## config.mk

```make
export PLATFORM = sky130hd
export DESIGN_NAME = flash_self_program_control
export DESIGN_NICKNAME = d
export VERILOG_FILES = /design/src/pkg/flash_spc_pkg.sv /design/src/pkg/flash_op_if.sv /design/src/rtl/flash_self_program_control.sv /design/src/rtl/flash_op_tracker.sv
export SDC_FILE = /design/constraint.sdc
export NUM_CORES = 1
export LEC_CHECK = 0
export ABC_AREA = 1
export BUFFER_PORTS_ARGS = -buffer_cell sky130_fd_sc_hd__clkbuf_2
export CAP_MARGIN = 10
export CORE_MARGIN = 2
export CORE_UTILIZATION = 40
export DETAILED_ROUTE_END_ITERATION = 10
export PLACE_DENSITY = 0.59
export SLEW_MARGIN = 30
export SYNTH_ARGS = -nofsm -noshare
export SYNTH_HDL_FRONTEND = slang
export SYNTH_SLANG_ARGS = --single-unit
```

## constraint.sdc

```tcl
create_clock -name i_core_clk -period 3.95 [get_ports i_core_clk]
set_input_delay 0.1975 -clock i_core_clk [delete_from_list [all_inputs] [get_ports i_core_clk]]
set_output_delay 0.1975 -clock i_core_clk [all_outputs]
set_load 0.02 [all_outputs]
```

## src/pkg/flash_spc_pkg.sv

```systemverilog
// shared constants and types for the flash self-program control block
package flash_spc_pkg;
	// ------------------------------------------------------------
	// register map
	// ------------------------------------------------------------
	localparam logic [3:0] ADDR_CONTROL    = 4'h0;
	localparam logic [3:0] ADDR_RDATA      = 4'h1;
	localparam logic [7:0] CONTROL_RESET   = 8'h00;
	// control bit positions
	localparam int BIT_IRQ_EN   = 7;
	localparam int BIT_BUSY     = 6;
	localparam int BIT_SIG      = 5;
	localparam int BIT_REENABLE = 4;
	localparam int BIT_LOCKFUSE = 3;
	localparam int BIT_PGWRITE  = 2;
	localparam int BIT_PGERASE  = 1;
	localparam int BIT_STORE_EN = 0;
	// signature select sits above the five action bits, beside a bare store enable
	localparam logic [5:0] PAT_SIG      = 6'h21;
	// legal low-five-bit patterns
	localparam logic [4:0] PAT_REENABLE = 5'h11;
	localparam logic [4:0] PAT_LOCKFUSE = 5'h09;
	localparam logic [4:0] PAT_PGWRITE  = 5'h05;
	localparam logic [4:0] PAT_PGERASE  = 5'h03;
	localparam logic [4:0] PAT_STORE    = 5'h01;
	// ------------------------------------------------------------
	// timing
	// ------------------------------------------------------------
	localparam logic [2:0] STORE_WINDOW = 3'h4;
	localparam logic [2:0] LOAD_WINDOW  = 3'h3;
	// lock/fuse pointer selects
	localparam logic [1:0] SEL_FUSE_LOW  = 2'h0;
	localparam logic [1:0] SEL_LOCK      = 2'h1;
	localparam logic [1:0] SEL_FUSE_EXT  = 2'h2;
	localparam logic [1:0] SEL_FUSE_HIGH = 2'h3;
	// flash geometry
	localparam int ADDR_W      = 15;
	localparam int PAGE_WORD_W = 6;
	localparam int PAGE_W      = ADDR_W - PAGE_WORD_W;
	localparam int BUF_WORDS   = 64;
	typedef enum logic [1:0] {OP_IDLE, OP_ERASE, OP_WRITE} op_type;
endpackage

```

## src/pkg/flash_op_if.sv

```systemverilog
// handshake between the sequencer and its array-operation tracker
`timescale 1ns/10ps
interface flash_op_if;
	import flash_spc_pkg::*;
	logic                start;
	logic                is_write;
	logic [PAGE_W-1:0]   page;
	logic                rww_target;
	logic                busy;
	logic                done;
	logic [PAGE_W-1:0]   page_latched;
	modport seq (output start, is_write, page, rww_target, input busy, done, page_latched);
	modport trk (input start, is_write, page, rww_target, output busy, done, page_latched);
endinterface

```

## src/rtl/flash_self_program_control.sv

```systemverilog
// sequencer for flash self-programming: control register, store/load decode, halting
//
// Overview of operation
// - irq asserted while enabled and store idle
// - irq suppressed during eeprom write or store
// - busy flag set while region blocked
// - busy flag zero without read-while-write support
// - signature read load within three cycles
// - store after signature select does nothing
// - re-enable during fill clears page buffer
// - lock/fuse load chosen by the two low pointer bits
// - page write store writes buffer page
// - page write select clears done or timeout
// - core halted during store-started write/erase of a halting-region page
// - page erase store erases addressed page
// - store alone writes operand pair to buffer
// - store enable clears; held during erase/write
// - only five listed patterns arm actions
// - stores from application region are disabled
// - loader region stores reach any page
// - rww programming keeps core running, halting-region fetch
// - halting-region programming halts core, nothing readable
// - loader region lies inside halting region
// - page address latched at operation start
// - lock/fuse select clears after read/timeout
// - pointer values select lock or fuse bytes
//
// Our own choices: the strobed register port and the register addresses.
`timescale 1ns/10ps
module flash_self_program_control #(
	parameter bit                                  HAS_RWW        = 1'b1,
	parameter logic [flash_spc_pkg::PAGE_W-1:0]    RWW_PAGES      = 9'h1c0,
	parameter logic [flash_spc_pkg::ADDR_W-1:0]    LOADER_START_W = 15'h7000
) (
	// clock and reset
	input  wire logic                              i_core_clk,
	input  wire logic                              i_rst_n,
	// register port
	input  wire logic [3:0]                        i_reg_addr,
	input  wire logic [7:0]                        i_reg_wdata,
	input  wire logic                              i_reg_wr,
	input  wire logic                              i_reg_rd,
	output logic [7:0]                             o_reg_rdata,
	// core instruction side
	input  wire logic                              i_store_instr,
	input  wire logic                              i_load_instr,
	input  wire logic [15:0]                       i_pointer,
	input  wire logic [15:0]                       i_operand_pair,
	input  wire logic [flash_spc_pkg::ADDR_W-1:0]  i_fetch_addr,
	input  wire logic                              i_global_irq_en,
	input  wire logic                              i_eeprom_busy,
	output logic [7:0]                             o_load_data,
	output logic                                   o_load_override,
	output logic                                   o_core_halt,
	output logic                                   o_rww_read_blocked,
	output logic                                   o_flash_read_blocked,
	output logic                                   o_store_ready_irq,
	// lock, fuse and signature sources
	input  wire logic [7:0]                        i_lock_bits,
	input  wire logic [7:0]                        i_fuse_low,
	input  wire logic [7:0]                        i_fuse_high,
	input  wire logic [7:0]                        i_fuse_ext,
	input  wire logic [7:0]                        i_signature_byte,
	// flash array side
	input  wire logic                              i_array_done,
	output logic                                   o_array_start,
	output logic                                   o_array_write,
	output logic [flash_spc_pkg::PAGE_W-1:0]       o_array_page,
	output logic [15:0]                            o_buf_word,
	output logic [flash_spc_pkg::PAGE_WORD_W-1:0]  o_buf_index
);
	import flash_spc_pkg::*;

	// ------------------------------------------------------------
	// state
	// ------------------------------------------------------------
	logic                    irq_en_q;
	logic [4:0]              action_q;
	logic                    sig_q;
	logic [2:0]              window_q;
	logic                    rww_busy_q;
	logic                    op_rww_q;
	logic                    buf_filling_q;
	logic [15:0]             buf_mem [BUF_WORDS];
	logic [BUF_WORDS-1:0]    buf_valid_q;
	logic [7:0]              rdata_q;
	logic [7:0]              load_data_q;
	logic                    load_ovr_q;
	op_type                  op_q;
	logic                    halt_q;
	flash_op_if              op_if ();

	function automatic logic in_loader(input logic [ADDR_W-1:0] a);
		in_loader = a >= LOADER_START_W;
	endfunction

	function automatic logic in_rww(input logic [PAGE_W-1:0] p);
		in_rww = HAS_RWW && (p < RWW_PAGES);
	endfunction

	// ------------------------------------------------------------
	// decode
	// ------------------------------------------------------------
	logic              ctl_wr;
	logic              pattern_ok;
	logic              arm_wr;
	logic              armed;
	logic              from_loader;
	logic              store_hit;
	logic              load_hit;
	logic [PAGE_W-1:0] ptr_page;

	assign ctl_wr     = i_reg_wr && (i_reg_addr == ADDR_CONTROL);
	assign pattern_ok = (i_reg_wdata[4:0] == PAT_REENABLE) || (i_reg_wdata[4:0] == PAT_LOCKFUSE) ||
		(i_reg_wdata[4:0] == PAT_PGWRITE) || (i_reg_wdata[4:0] == PAT_PGERASE) ||
		(i_reg_wdata[4:0] == PAT_STORE);
	assign arm_wr      = ctl_wr && pattern_ok && !action_q[BIT_STORE_EN] && (op_q == OP_IDLE) && !op_if.done;
	assign armed       = action_q[BIT_STORE_EN] && (window_q != 3'h0) && (op_q == OP_IDLE);
	assign from_loader = in_loader(i_fetch_addr);
	assign store_hit   = i_store_instr && armed && from_loader;
	assign load_hit    = i_load_instr && armed && (window_q > (STORE_WINDOW - LOAD_WINDOW));
	assign ptr_page    = i_pointer[15:PAGE_WORD_W+1];

	// ------------------------------------------------------------
	// control register
	// ------------------------------------------------------------
	always_ff @(posedge i_core_clk or negedge i_rst_n) begin
		if (!i_rst_n) begin
			irq_en_q <= CONTROL_RESET[BIT_IRQ_EN];
		end else if (ctl_wr) begin
			irq_en_q <= i_reg_wdata[BIT_IRQ_EN];
		end
	end

	// a new arm is refused while an erase or write still runs
	always_ff @(posedge i_core_clk or negedge i_rst_n) begin
		if (!i_rst_n) begin
			action_q <= CONTROL_RESET[4:0];
			window_q <= 3'h0;
		end else if (op_if.done) begin
			action_q <= 5'h00;
			window_q <= 3'h0;
		end else if (op_q != OP_IDLE) begin
			action_q <= action_q;
		end else if (ctl_wr && pattern_ok && !action_q[BIT_STORE_EN]) begin
			action_q <= i_reg_wdata[4:0];
			window_q <= STORE_WINDOW;
		end else if (store_hit && (action_q == PAT_PGWRITE || action_q == PAT_PGERASE)) begin
			window_q <= 3'h0;
		end else if (store_hit || (load_hit && (action_q == PAT_LOCKFUSE || sig_q))) begin
			action_q <= 5'h00;
			window_q <= 3'h0;
		end else if (window_q == 3'h1 || (window_q == 3'h0 && action_q != 5'h00)) begin
			action_q <= 5'h00;
			window_q <= 3'h0;
		end else if (window_q != 3'h0) begin
			window_q <= window_q - 3'h1;
		end
	end

	// only meaningful while the store bit is armed; a new arm always rewrites it
	always_ff @(posedge i_core_clk or negedge i_rst_n) begin
		if (!i_rst_n) begin
			sig_q <= 1'b0;
		end else if (arm_wr) begin
			sig_q <= (i_reg_wdata[5:0] == PAT_SIG);
		end else if (action_q == 5'h00) begin
			sig_q <= 1'b0;
		end
	end

	// ------------------------------------------------------------
	// page operations
	// ------------------------------------------------------------
	logic start_op;
	assign start_op = store_hit && (action_q == PAT_PGWRITE || action_q == PAT_PGERASE);

	assign op_if.start      = start_op;
	assign op_if.is_write   = (action_q == PAT_PGWRITE);
	assign op_if.page       = ptr_page;
	assign op_if.rww_target = in_rww(ptr_page);

	flash_op_tracker u_tracker (
		.i_core_clk   (i_core_clk),
		.i_rst_n      (i_rst_n),
		.i_array_done (i_array_done),
		.op           (op_if)
	);

	always_ff @(posedge i_core_clk or negedge i_rst_n) begin
		if (!i_rst_n) begin
			op_q     <= OP_IDLE;
			op_rww_q <= 1'b0;
		end else begin
			case (op_q)
				OP_IDLE: begin
					if (start_op) begin
						op_q     <= (action_q == PAT_PGWRITE) ? OP_WRITE : OP_ERASE;
						op_rww_q <= in_rww(ptr_page);
					end
				end
				OP_ERASE, OP_WRITE: begin
					if (op_if.done) begin
						op_q <= OP_IDLE;
					end
				end
				default: op_q <= OP_IDLE;
			endcase
		end
	end

	// halt only for halting-region targets; rww targets keep the core running
	always_ff @(posedge i_core_clk or negedge i_rst_n) begin
		if (!i_rst_n) begin
			halt_q <= 1'b0;
		end else if (start_op) begin
			halt_q <= !in_rww(ptr_page);
		end else if (op_if.done) begin
			halt_q <= 1'b0;
		end
	end

	// region stays blocked until software re-enables it
	always_ff @(posedge i_core_clk or negedge i_rst_n) begin
		if (!i_rst_n) begin
			rww_busy_q <= 1'b0;
		end else if (start_op && in_rww(ptr_page)) begin
			rww_busy_q <= 1'b1;
		end else if (store_hit && action_q == PAT_REENABLE && op_q == OP_IDLE) begin
			rww_busy_q <= 1'b0;
		end
	end

	assign o_core_halt          = halt_q;
	assign o_rww_read_blocked   = rww_busy_q;
	assign o_flash_read_blocked = halt_q;
	assign o_array_start        = start_op;
	assign o_array_write        = (op_q == OP_WRITE);
	assign o_array_page         = op_if.page_latched;

	// ------------------------------------------------------------
	// temporary page buffer
	// ------------------------------------------------------------
	logic       buf_store;
	logic [5:0] buf_idx;
	assign buf_store = store_hit && action_q == PAT_STORE && !sig_q;
	assign buf_idx   = i_pointer[PAGE_WORD_W:1];

	always_ff @(posedge i_core_clk) begin
		if (buf_store) begin
			buf_mem[buf_idx] <= i_operand_pair;
		end
	end

	always_ff @(posedge i_core_clk or negedge i_rst_n) begin
		if (!i_rst_n) begin
			buf_valid_q   <= '0;
			buf_filling_q <= 1'b0;
		end else if (store_hit && action_q == PAT_REENABLE && buf_filling_q) begin
			buf_valid_q   <= '0;
			buf_filling_q <= 1'b0;
		end else if (buf_store) begin
			buf_valid_q[buf_idx] <= 1'b1;
			buf_filling_q        <= 1'b1;
		end else if (op_if.done && op_q == OP_WRITE) begin
			buf_valid_q   <= '0;
			buf_filling_q <= 1'b0;
		end
	end

	// array reads one buffer word at a time; unwritten words read erased
	assign o_buf_index = o_array_page[PAGE_WORD_W-1:0];
	assign o_buf_word  = buf_valid_q[o_buf_index] ? buf_mem[o_buf_index] : 16'hffff;

	// ------------------------------------------------------------
	// loads: lock, fuse, signature
	// ------------------------------------------------------------
	always_ff @(posedge i_core_clk or negedge i_rst_n) begin
		if (!i_rst_n) begin
			load_data_q <= 8'h00;
			load_ovr_q  <= 1'b0;
		end else begin
			load_ovr_q <= load_hit && (action_q == PAT_LOCKFUSE || sig_q);
			if (load_hit && sig_q) begin
				load_data_q <= i_signature_byte;
			end else if (load_hit && action_q == PAT_LOCKFUSE) begin
				case (i_pointer[1:0])
					SEL_LOCK:      load_data_q <= i_lock_bits;
					SEL_FUSE_LOW:  load_data_q <= i_fuse_low;
					SEL_FUSE_HIGH: load_data_q <= i_fuse_high;
					SEL_FUSE_EXT:  load_data_q <= i_fuse_ext;
					default:       load_data_q <= 8'h00;
				endcase
			end
		end
	end
	assign o_load_data     = load_data_q;
	assign o_load_override = load_ovr_q;

	// ------------------------------------------------------------
	// interrupt request and read port
	// ------------------------------------------------------------
	assign o_store_ready_irq = irq_en_q && i_global_irq_en && !action_q[BIT_STORE_EN] &&
		!i_eeprom_busy && (op_q == OP_IDLE);

	always_ff @(posedge i_core_clk or negedge i_rst_n) begin
		if (!i_rst_n) begin
			rdata_q <= 8'h00;
		end else if (i_reg_rd) begin
			case (i_reg_addr)
				ADDR_CONTROL: rdata_q <= {irq_en_q, rww_busy_q && HAS_RWW, 1'b0, action_q};
				ADDR_RDATA:   rdata_q <= load_data_q;
				default:      rdata_q <= 8'h00;
			endcase
		end else begin
			rdata_q <= 8'h00;
		end
	end
	assign o_reg_rdata = rdata_q;

	// ------------------------------------------------------------
	// checks
	// ------------------------------------------------------------
	irq_suppress_a: assert property (@(posedge i_core_clk) disable iff (!i_rst_n)
		(i_eeprom_busy || op_q != OP_IDLE) |-> !o_store_ready_irq) else $error("irq during store");
	irq_request_a: assert property (@(posedge i_core_clk) disable iff (!i_rst_n)
		(irq_en_q && i_global_irq_en && !action_q[0] && !i_eeprom_busy && op_q == OP_IDLE)
		|-> o_store_ready_irq) else $error("irq missing");
	arm_timeout_a: assert property (@(posedge i_core_clk) disable iff (!i_rst_n)
		(ctl_wr && pattern_ok && !action_q[0] && op_q == OP_IDLE && !op_if.done)
		##1 (!i_store_instr && !i_load_instr) [*4] |=> action_q == 5'h00)
		else $error("arm not timed out");
	bad_pattern_a: assert property (@(posedge i_core_clk) disable iff (!i_rst_n)
		(ctl_wr && !pattern_ok && action_q == 5'h00 && op_q == OP_IDLE) |=> action_q == 5'h00)
		else $error("illegal pattern armed");
	app_store_a: assert property (@(posedge i_core_clk) disable iff (!i_rst_n)
		!in_loader(i_fetch_addr) |-> !o_array_start) else $error("store from application");
	halt_hold_a: assert property (@(posedge i_core_clk) disable iff (!i_rst_n)
		(start_op && !in_rww(ptr_page)) |=> (o_core_halt && action_q[0]) until op_if.done)
		else $error("halt dropped");
	rww_run_a: assert property (@(posedge i_core_clk) disable iff (!i_rst_n)
		(start_op && in_rww(ptr_page)) |=> !o_core_halt && o_rww_read_blocked)
		else $error("rww halted");
	sig_store_a: assert property (@(posedge i_core_clk) disable iff (!i_rst_n)
		(sig_q && action_q[0]) |-> !o_array_start && !buf_store) else $error("signature store acted");
	fuse_sel_a: assert property (@(posedge i_core_clk) disable iff (!i_rst_n)
		(load_hit && action_q == PAT_LOCKFUSE && i_pointer[1:0] == SEL_LOCK) |=> load_data_q == $past(i_lock_bits))
		else $error("lock read wrong");
endmodule

```

## src/rtl/flash_op_tracker.sv

```systemverilog
// tracks one page erase or write and latches its page address
`timescale 1ns/10ps
module flash_op_tracker (
	// clock and reset
	input  wire logic i_core_clk,
	input  wire logic i_rst_n,
	// array side
	input  wire logic i_array_done,
	// sequencer
	flash_op_if.trk   op
);
	import flash_spc_pkg::*;
	logic              busy_q;
	logic              done_q;
	logic [PAGE_W-1:0] page_q;

	always_ff @(posedge i_core_clk or negedge i_rst_n) begin
		if (!i_rst_n) begin
			busy_q <= 1'b0;
		end else if (op.start) begin
			busy_q <= 1'b1;
		end else if (i_array_done) begin
			busy_q <= 1'b0;
		end
	end

	always_ff @(posedge i_core_clk or negedge i_rst_n) begin
		if (!i_rst_n) begin
			done_q <= 1'b0;
		end else begin
			done_q <= busy_q & i_array_done & ~op.start;
		end
	end

	// later pointer changes must not move a running operation
	always_ff @(posedge i_core_clk or negedge i_rst_n) begin
		if (!i_rst_n) begin
			page_q <= '0;
		end else if (op.start) begin
			page_q <= op.page;
		end
	end

	assign op.busy         = busy_q;
	assign op.done         = done_q;
	assign op.page_latched = page_q;

	page_latch_a: assert property (@(posedge i_core_clk) disable iff (!i_rst_n)
		op.start |=> page_q == $past(op.page)) else $error("page not latched");
endmodule

```

; Word level (Yosys, flattened, before mapping)
; Memories as Yosys holds them, arrays and structs flattened.
; Index checks and enable logic that the tools add are counted.
[totals]
register_bits = 107
ram_bits = 1024
input_bits = 108
output_inout_bits = 54
elab_cells = 153
memories = 1
[memory_table]
columns = memory, depth, word_bits, read_ports, rd_ports_with_merged_regs, write_ports, line_no
row1 = buf_mem, 64, 16, 1, 0, 1, flash_self_program_control.sv:84  ; logic [15:0] buf_mem [BUF_WORDS];
[op_classes]
add_sub_neg = 1
magnitude_cmp = 6
eq_ne = 22
n_mux = 43
bitwise = 4
reduce_logical = 61
[op_table]
columns = cell, n
row1 = $mux W64, 3
row2 = $or A64 B64 Y64, 1
row3 = $pmux W8 S4, 1
row4 = $mux W5, 6
row5 = $logic_and A1 B1 Y1, 28
row6 = $mux W8, 3
row7 = $mux W3, 7
row8 = $mux W16, 1
row9 = $pmux W8 S2, 1
row10 = $ge A15 B15 Y1 const B, 1
row11 = $mux W1, 15
row12 = $lt A6 B7 Y1 const B, 2
row13 = $reduce_bool A2 Y1, 6
row14 = $eq A5 B1 Y1 const B, 2
row15 = $eq A5 B2 Y1 const B, 2
row16 = $eq A5 B3 Y1 const B, 2
row17 = $eq A5 B4 Y1 const B, 2
row18 = $eq A5 B5 Y1 const B, 2
row19 = $lt A9 B9 Y1 const B, 1
row20 = $logic_or A1 B1 Y1, 8
row21 = $bmux W1 S6, 1
row22 = $demux W1 S6, 1
row23 = $eq A2 B2 Y1 const B, 3
row24 = $eq A6 B6 Y1 const B, 1
row25 = 25 further kinds, 37

; Logic depth before layout (Yosys ltp)
[depth]
ltp_word = 12
depth_mapped = 15
mapped_depth_nobuf = 11

; Modules after synthesis
; A second synthesis with hierarchy kept.
[hier_totals]
hier_cells = 4279
area_unflattened_um2 = 47730.8
[modules_own_cells]
columns = mod, instances, cells_each, area_per_inst_um2, seq_area_each_um2
row1 = flash_self_program_control, 1, 4234, 47320.4, 33151.8
row2 = flash_op_tracker, 1, 45, 410.4, 275.3

; Least setup slack after synthesis
; Ideal clock, no wire load.
[synth_path]
kind = register to register
startpoint = register window_q[0]
endpoint = register buf_valid_q[43]
setup_time_ns = 0.071
arrival_ns = 2.417
required_time_ns = 3.879
slack_ns = 1.461
path_stages_with_launch = 13
path_buffers = 2
synth_period_minus_slack_ns = 2.489
cell_sequence = dfrtp_1 inv_1 ha_1 nand2_1 nand3_2 nor2_4 nand2_1 buf_4 buf_6 nor2_1 or2_2 inv_2 nor2_1
[synth_between]
elab_chain_len = 9
word_cells_on_any_way = 12
cone_classes = 2 x mux / 10 x reduce/logical
[synth_lines]
columns = element, line_no
row1 = "start, declared", flash_self_program_control.sv:80  ; logic [2:0] window_q;
row2 = "start signal, assigned", flash_self_program_control.sv:157  ; window_q <= window_q - 3'h1;
row3 = $reduce_bool A3 Y1 *, flash_self_program_control.sv:118  ; assign armed = action_q[BIT_STORE_EN] && (window_q != 3'h0) && (op_q == OP_IDLE);
row4 = $logic_and A1 B1 Y1 * (2 in a row), flash_self_program_control.sv:118
row5 = $logic_and A1 B1 Y1 * (2 in a row), flash_self_program_control.sv:120  ; assign store_hit = i_store_instr && armed && from_loader;
row6 = $logic_and A1 B1 Y1 (2 in a row), flash_self_program_control.sv:246  ; assign buf_store = store_hit && action_q == PAT_STORE && !sig_q;
row7 = $mux W64, flash_self_program_control.sv:262  ; end else if (buf_store) begin
row8 = $mux W64, flash_self_program_control.sv:259  ; end else if (store_hit && action_q == PAT_REENABLE && buf_filling_q) begin
row9 = "end signal, assigned", flash_self_program_control.sv:260  ; buf_valid_q <= '0;
row10 = "end signal, assigned by index", flash_self_program_control.sv:263  ; buf_valid_q[buf_idx] <= 1'b1;
row11 = "end signal, assigned", flash_self_program_control.sv:266  ; buf_valid_q <= '0;
row12 = "end, declared", flash_self_program_control.sv:85  ; logic [BUF_WORDS-1:0] buf_valid_q;
; Mark *: on every way between the ends. The rest lies on a longest branch, timed or not.
; A chain may end at the register's enable or synchronous reset.

; Final worst setup path
[layout_path]
startpoint = register u_tracker.page_q[0], in the netlist u_tracker.op.page_latched[0]
endpoint = output port o_buf_word[13]
[layout_between]
elab_chain_len = 3
word_cells_on_any_way = 4
cone_classes = 3 x mux / 1 x memory
[layout_lines]
columns = element, line_no
row1 = "start, declared", flash_op_tracker.sv:15  ; logic [PAGE_W-1:0] page_q;
row2 = "start signal, assigned", flash_op_tracker.sv:40  ; page_q <= op.page;
row3 = $bmux W1 S6, flash_self_program_control.sv:273  ; assign o_buf_word = buf_valid_q[o_buf_index] ? buf_mem[o_buf_index] : 16'hffff;
row4 = $mux W1 (not written as such), flash_self_program_control.sv:273
row5 = $mux W16 *, flash_self_program_control.sv:273
row6 = "end, declared", flash_self_program_control.sv:69  ; output logic [15:0] o_buf_word,
; Mark *: on every way between the ends. The rest lies on a longest branch, timed or not. The select of a mux whose other input is x is not followed.

==> results.cfg <==
[yosys]
ys_ff_latch = 1131
synth_cells = 4328
ys_top_cells_by_count = nand2_1, edfxtp_1, nand3_1
synth-edff-count = 1024
ys_async_sr_fraction = 0.0946
syn_nets = 4441
yosys_most_used_dff = edfxtp_1
synth.avg_cell_area_um2 = 10.9
yosysWarnings = 0
synth_cell_types = 32
synth_top_area_cell = edfxtp_1
yosys.area.top_type_share = 0.650
synth_area_leaders = edfxtp_1, nand2_1, nand3_1, dfrtp_1, nor2_1
synthesis.area_um2 = 47300
synth_most_common_cell = nand2_1
synth-seq-area-share = 0.706

[run_status]
outcome = finished, final reports clean

[finish]
final_nets = 4653
final_cells = 6180
stdcell_area_um2 = 54500
area_growth_pct = 15.2
multi_input_area_um2 = 12200
seqCellArea_um2 = 33400
n_fill_cell = 10600
drive_gt1_frac = 0.123

[setup_path]
cp_slowest_cell = dfrtp_4
worstSetupPathType = reg2out
crit_required_ps = 3750
arrival_ps = 3460
critPathCaptureType = output port
path_max_fanout = 63
cp-start-kind = flip-flop
crit_chain = inv_16 -> buf_12 -> nand2_1 -> nand3_1 -> nand3_1 -> nand2_1 -> nand2_1 -> nand3_1 -> nand2_1 -> nand2_1 -> nand2_1 -> nand2_1 -> clkbuf_2
crit_path_max_incr_delay_ps = 610
cp_common_cell = nand2_1

[drt]
wl_mm = 130
vias_per_cell = 5.22
avgRoutedWirePerCell_um = 21.1
vias = 32300
ant_nets = 0
first_pass_iters = 5
drc_errors = 0
drtIter0Drc = 3169

[floorplanning]
fp.dieW_um = 348
io-pin-count = 162
initial_core_util = 0.402
fp.dieH_um = 348
die_area_um2 = 121000
core_area_um2 = 118000
rows = 126

[power_and_ir_drop]
power_density_nw_per_um2 = 450
leakage_nw = 20.6
power_frac_clock = 0.440
switchingPower_mw = 5.11
p_seq_frac = 0.535
pwr-share-comb = 0.026
switching_share = 0.208
p_int_mw = 19.4
max-vdd-ir-drop_mv = 0.375

[timing]
fin_crit_sh = 0.926
period_needed_ps = 3660
setup_viol_count_final = 0
timing.final.ws_setup_ps = 293
worstMarginPinSlew_ps = 982
drv_slew = 0
rsz0062_at_grt = false
fin_tns_setup_ps = 0
hold_viol_final = 0
skew_ps = 26.2
fmax_mhz = 273
relSlewSlack = 0.341

[global_route]
grt_antenna_before_repair = 6
grt_pass1_wl_mm = 194
grt_max_degree = 155
grt_usage = 0.214
overflow = 0
first_global_vias = 30600

[placement]
io_buffers = 148
dp_hpwl_mm = 74.8
place_congestion = 0.873
dp_cells = 5906
dpl-instance-area_um2 = 50200
dpl_worst_slack_ps = 765

[clock_tree]
clock_latency_ps = 710
cts_tree = yes
numCtsBuffers = 118
h-tree-depth = 3
cts_root_buf = clkbuf_16
cts.clk_slew.worst_paths_ps = 60
clockBufferDepth = 3
clock_sinks = 1131

[flow_run]
maxCapViolations = 0

[min_path]
hp-class = in2reg
## worst max-delay path, delay by kind of cell (launching register included)
family        cells  cell delay [ps]
buf+inv           3              780
flops             1              610
simple gates     10             1270
## power by group through the flow
stage	sequential (mW)	clock [mW]	combinational, mW
2_1_floorplan	13.3	0	0.230
3_3_place_gp	13.3	0	0.588
3_5_place_dp	13.4	0	0.603
4_1_cts	13.1	10.9	0.632
5_1_grt	13.1	11.4	0.703
6_report	13.1	10.8	0.630
## placed cells by master (no fill, tap or decap), types with 22 or more instances in the layout
cell / netlist / final
nand2_1: 1604 / 1601
edfxtp_1: 1024 / 1024
nand3_1: 907 / 907
clkbuf_2: 0 / 146
buf_4: 32 / 134
nor2_1: 150 / 131
clkbuf_16: 0 / 120
inv_1: 108 / 105
dfrtp_1: 107 / 103
or2_2: 64 / 64
dlygate4sd3_1: 0 / 50
clkbuf_1: 104 / 40
clkinv_1: 3 / 25
buf_12: 0 / 22
## final cells by class
cell class,instances,share of cell area
timing repair buffer,353,0.0492
antenna,2,0.0000918
tap,1536,0.0353
multi-input combinational,2822,0.225
sequential,1131,0.614
inverter,114,0.00838
clock inverter,53,0.00872
clock buffer,169,0.0601
## cells by family after synthesis
logic type / count (synthesis) / synth area share
AOI/OAI and AO/OA: 47 / 0.00569
and+or+nand+nor: 2769 / 0.250
DFF: 1131 / 0.706
xor gates and xnor gates: 1 / 0.000185
buffers and inverters: 375 / 0.0365
adders and majority gates: 5 / 0.00132
## path summary, 6_finish.rpt
path	startpoint	endpoint	slack [ps]	cells after the start
setup / recovery	u_tracker.op.page_latched[0]$_DFFE_PN0P_	o_buf_word[13]	290	13
min in group asynchronous	i_rst_n	u_tracker.op.page_latched[8]$_DFFE_PN0P_	110	2
setup reg to reg	window_q[0]$_DFFE_PN0P_	buf_mem[54][8]$_DFFE_PP_	970	8
max in group asynchronous	i_rst_n	buf_valid_q[6]$_DFFE_PN0P_	2970	3
hold / removal	i_operand_pair[7]	buf_mem[27][7]$_DFFE_PP_	20	1
hold reg to reg	u_tracker.op.page_latched[8]$_DFFE_PN0P_	u_tracker.op.page_latched[8]$_DFFE_PN0P_	490	2
## timing repair
action | in CTS | in global routing
hold buffers | 50 | 0
resized for setup | 1 | 2
endpoints found under the hold margin | 93 | 0
endpoints found under the setup margin | 3 | 2
setup buffers | 0 | 0
## state kept, by name, indices dropped and copies added, names as in the netlist
signal	count
window_q	3
o_rww_read_blocked	1
action_q	5
buf_valid_q	64
o_load_override	1
sig_q	1
o_load_data	8
u_tracker.op.done	1
irq_en_q	1
u_tracker.op.busy	1
o_reg_rdata	8
o_core_halt	1
op_q	2
buf_mem	1024
u_tracker.op.page_latched	9
buf_filling_q	1
## through the flow
| stage | utilization | total power [mW] | hold slack (ps) |
|---|---|---|---|
| 6_report | 0.463 | 24.5 | 21.7 |
| 3_5_place_dp | 0.427 | 14.0 | 355 |
| 3_3_place_gp | 0.427 | 13.9 | 343 |
| 5_1_grt | 0.463 | 25.2 | 32.4 |
| 4_1_cts | 0.463 | 24.7 | 4.56 |
| 2_1_floorplan | - | 13.6 | -98.1 |
## per-layer routing
metal | part of all wire | track usage | vias up
met2 | 0.46 | 0.336 | 1102
met3 | 0.074 | 0.0370 | 183
li1 | - | - | 15300
met4 | 0.024 | 0.0618 | 8
met1 | 0.44 | 0.305 | 15700
met5 | 0.00043 | 0 | -
(Power assumes the default switching activity.)
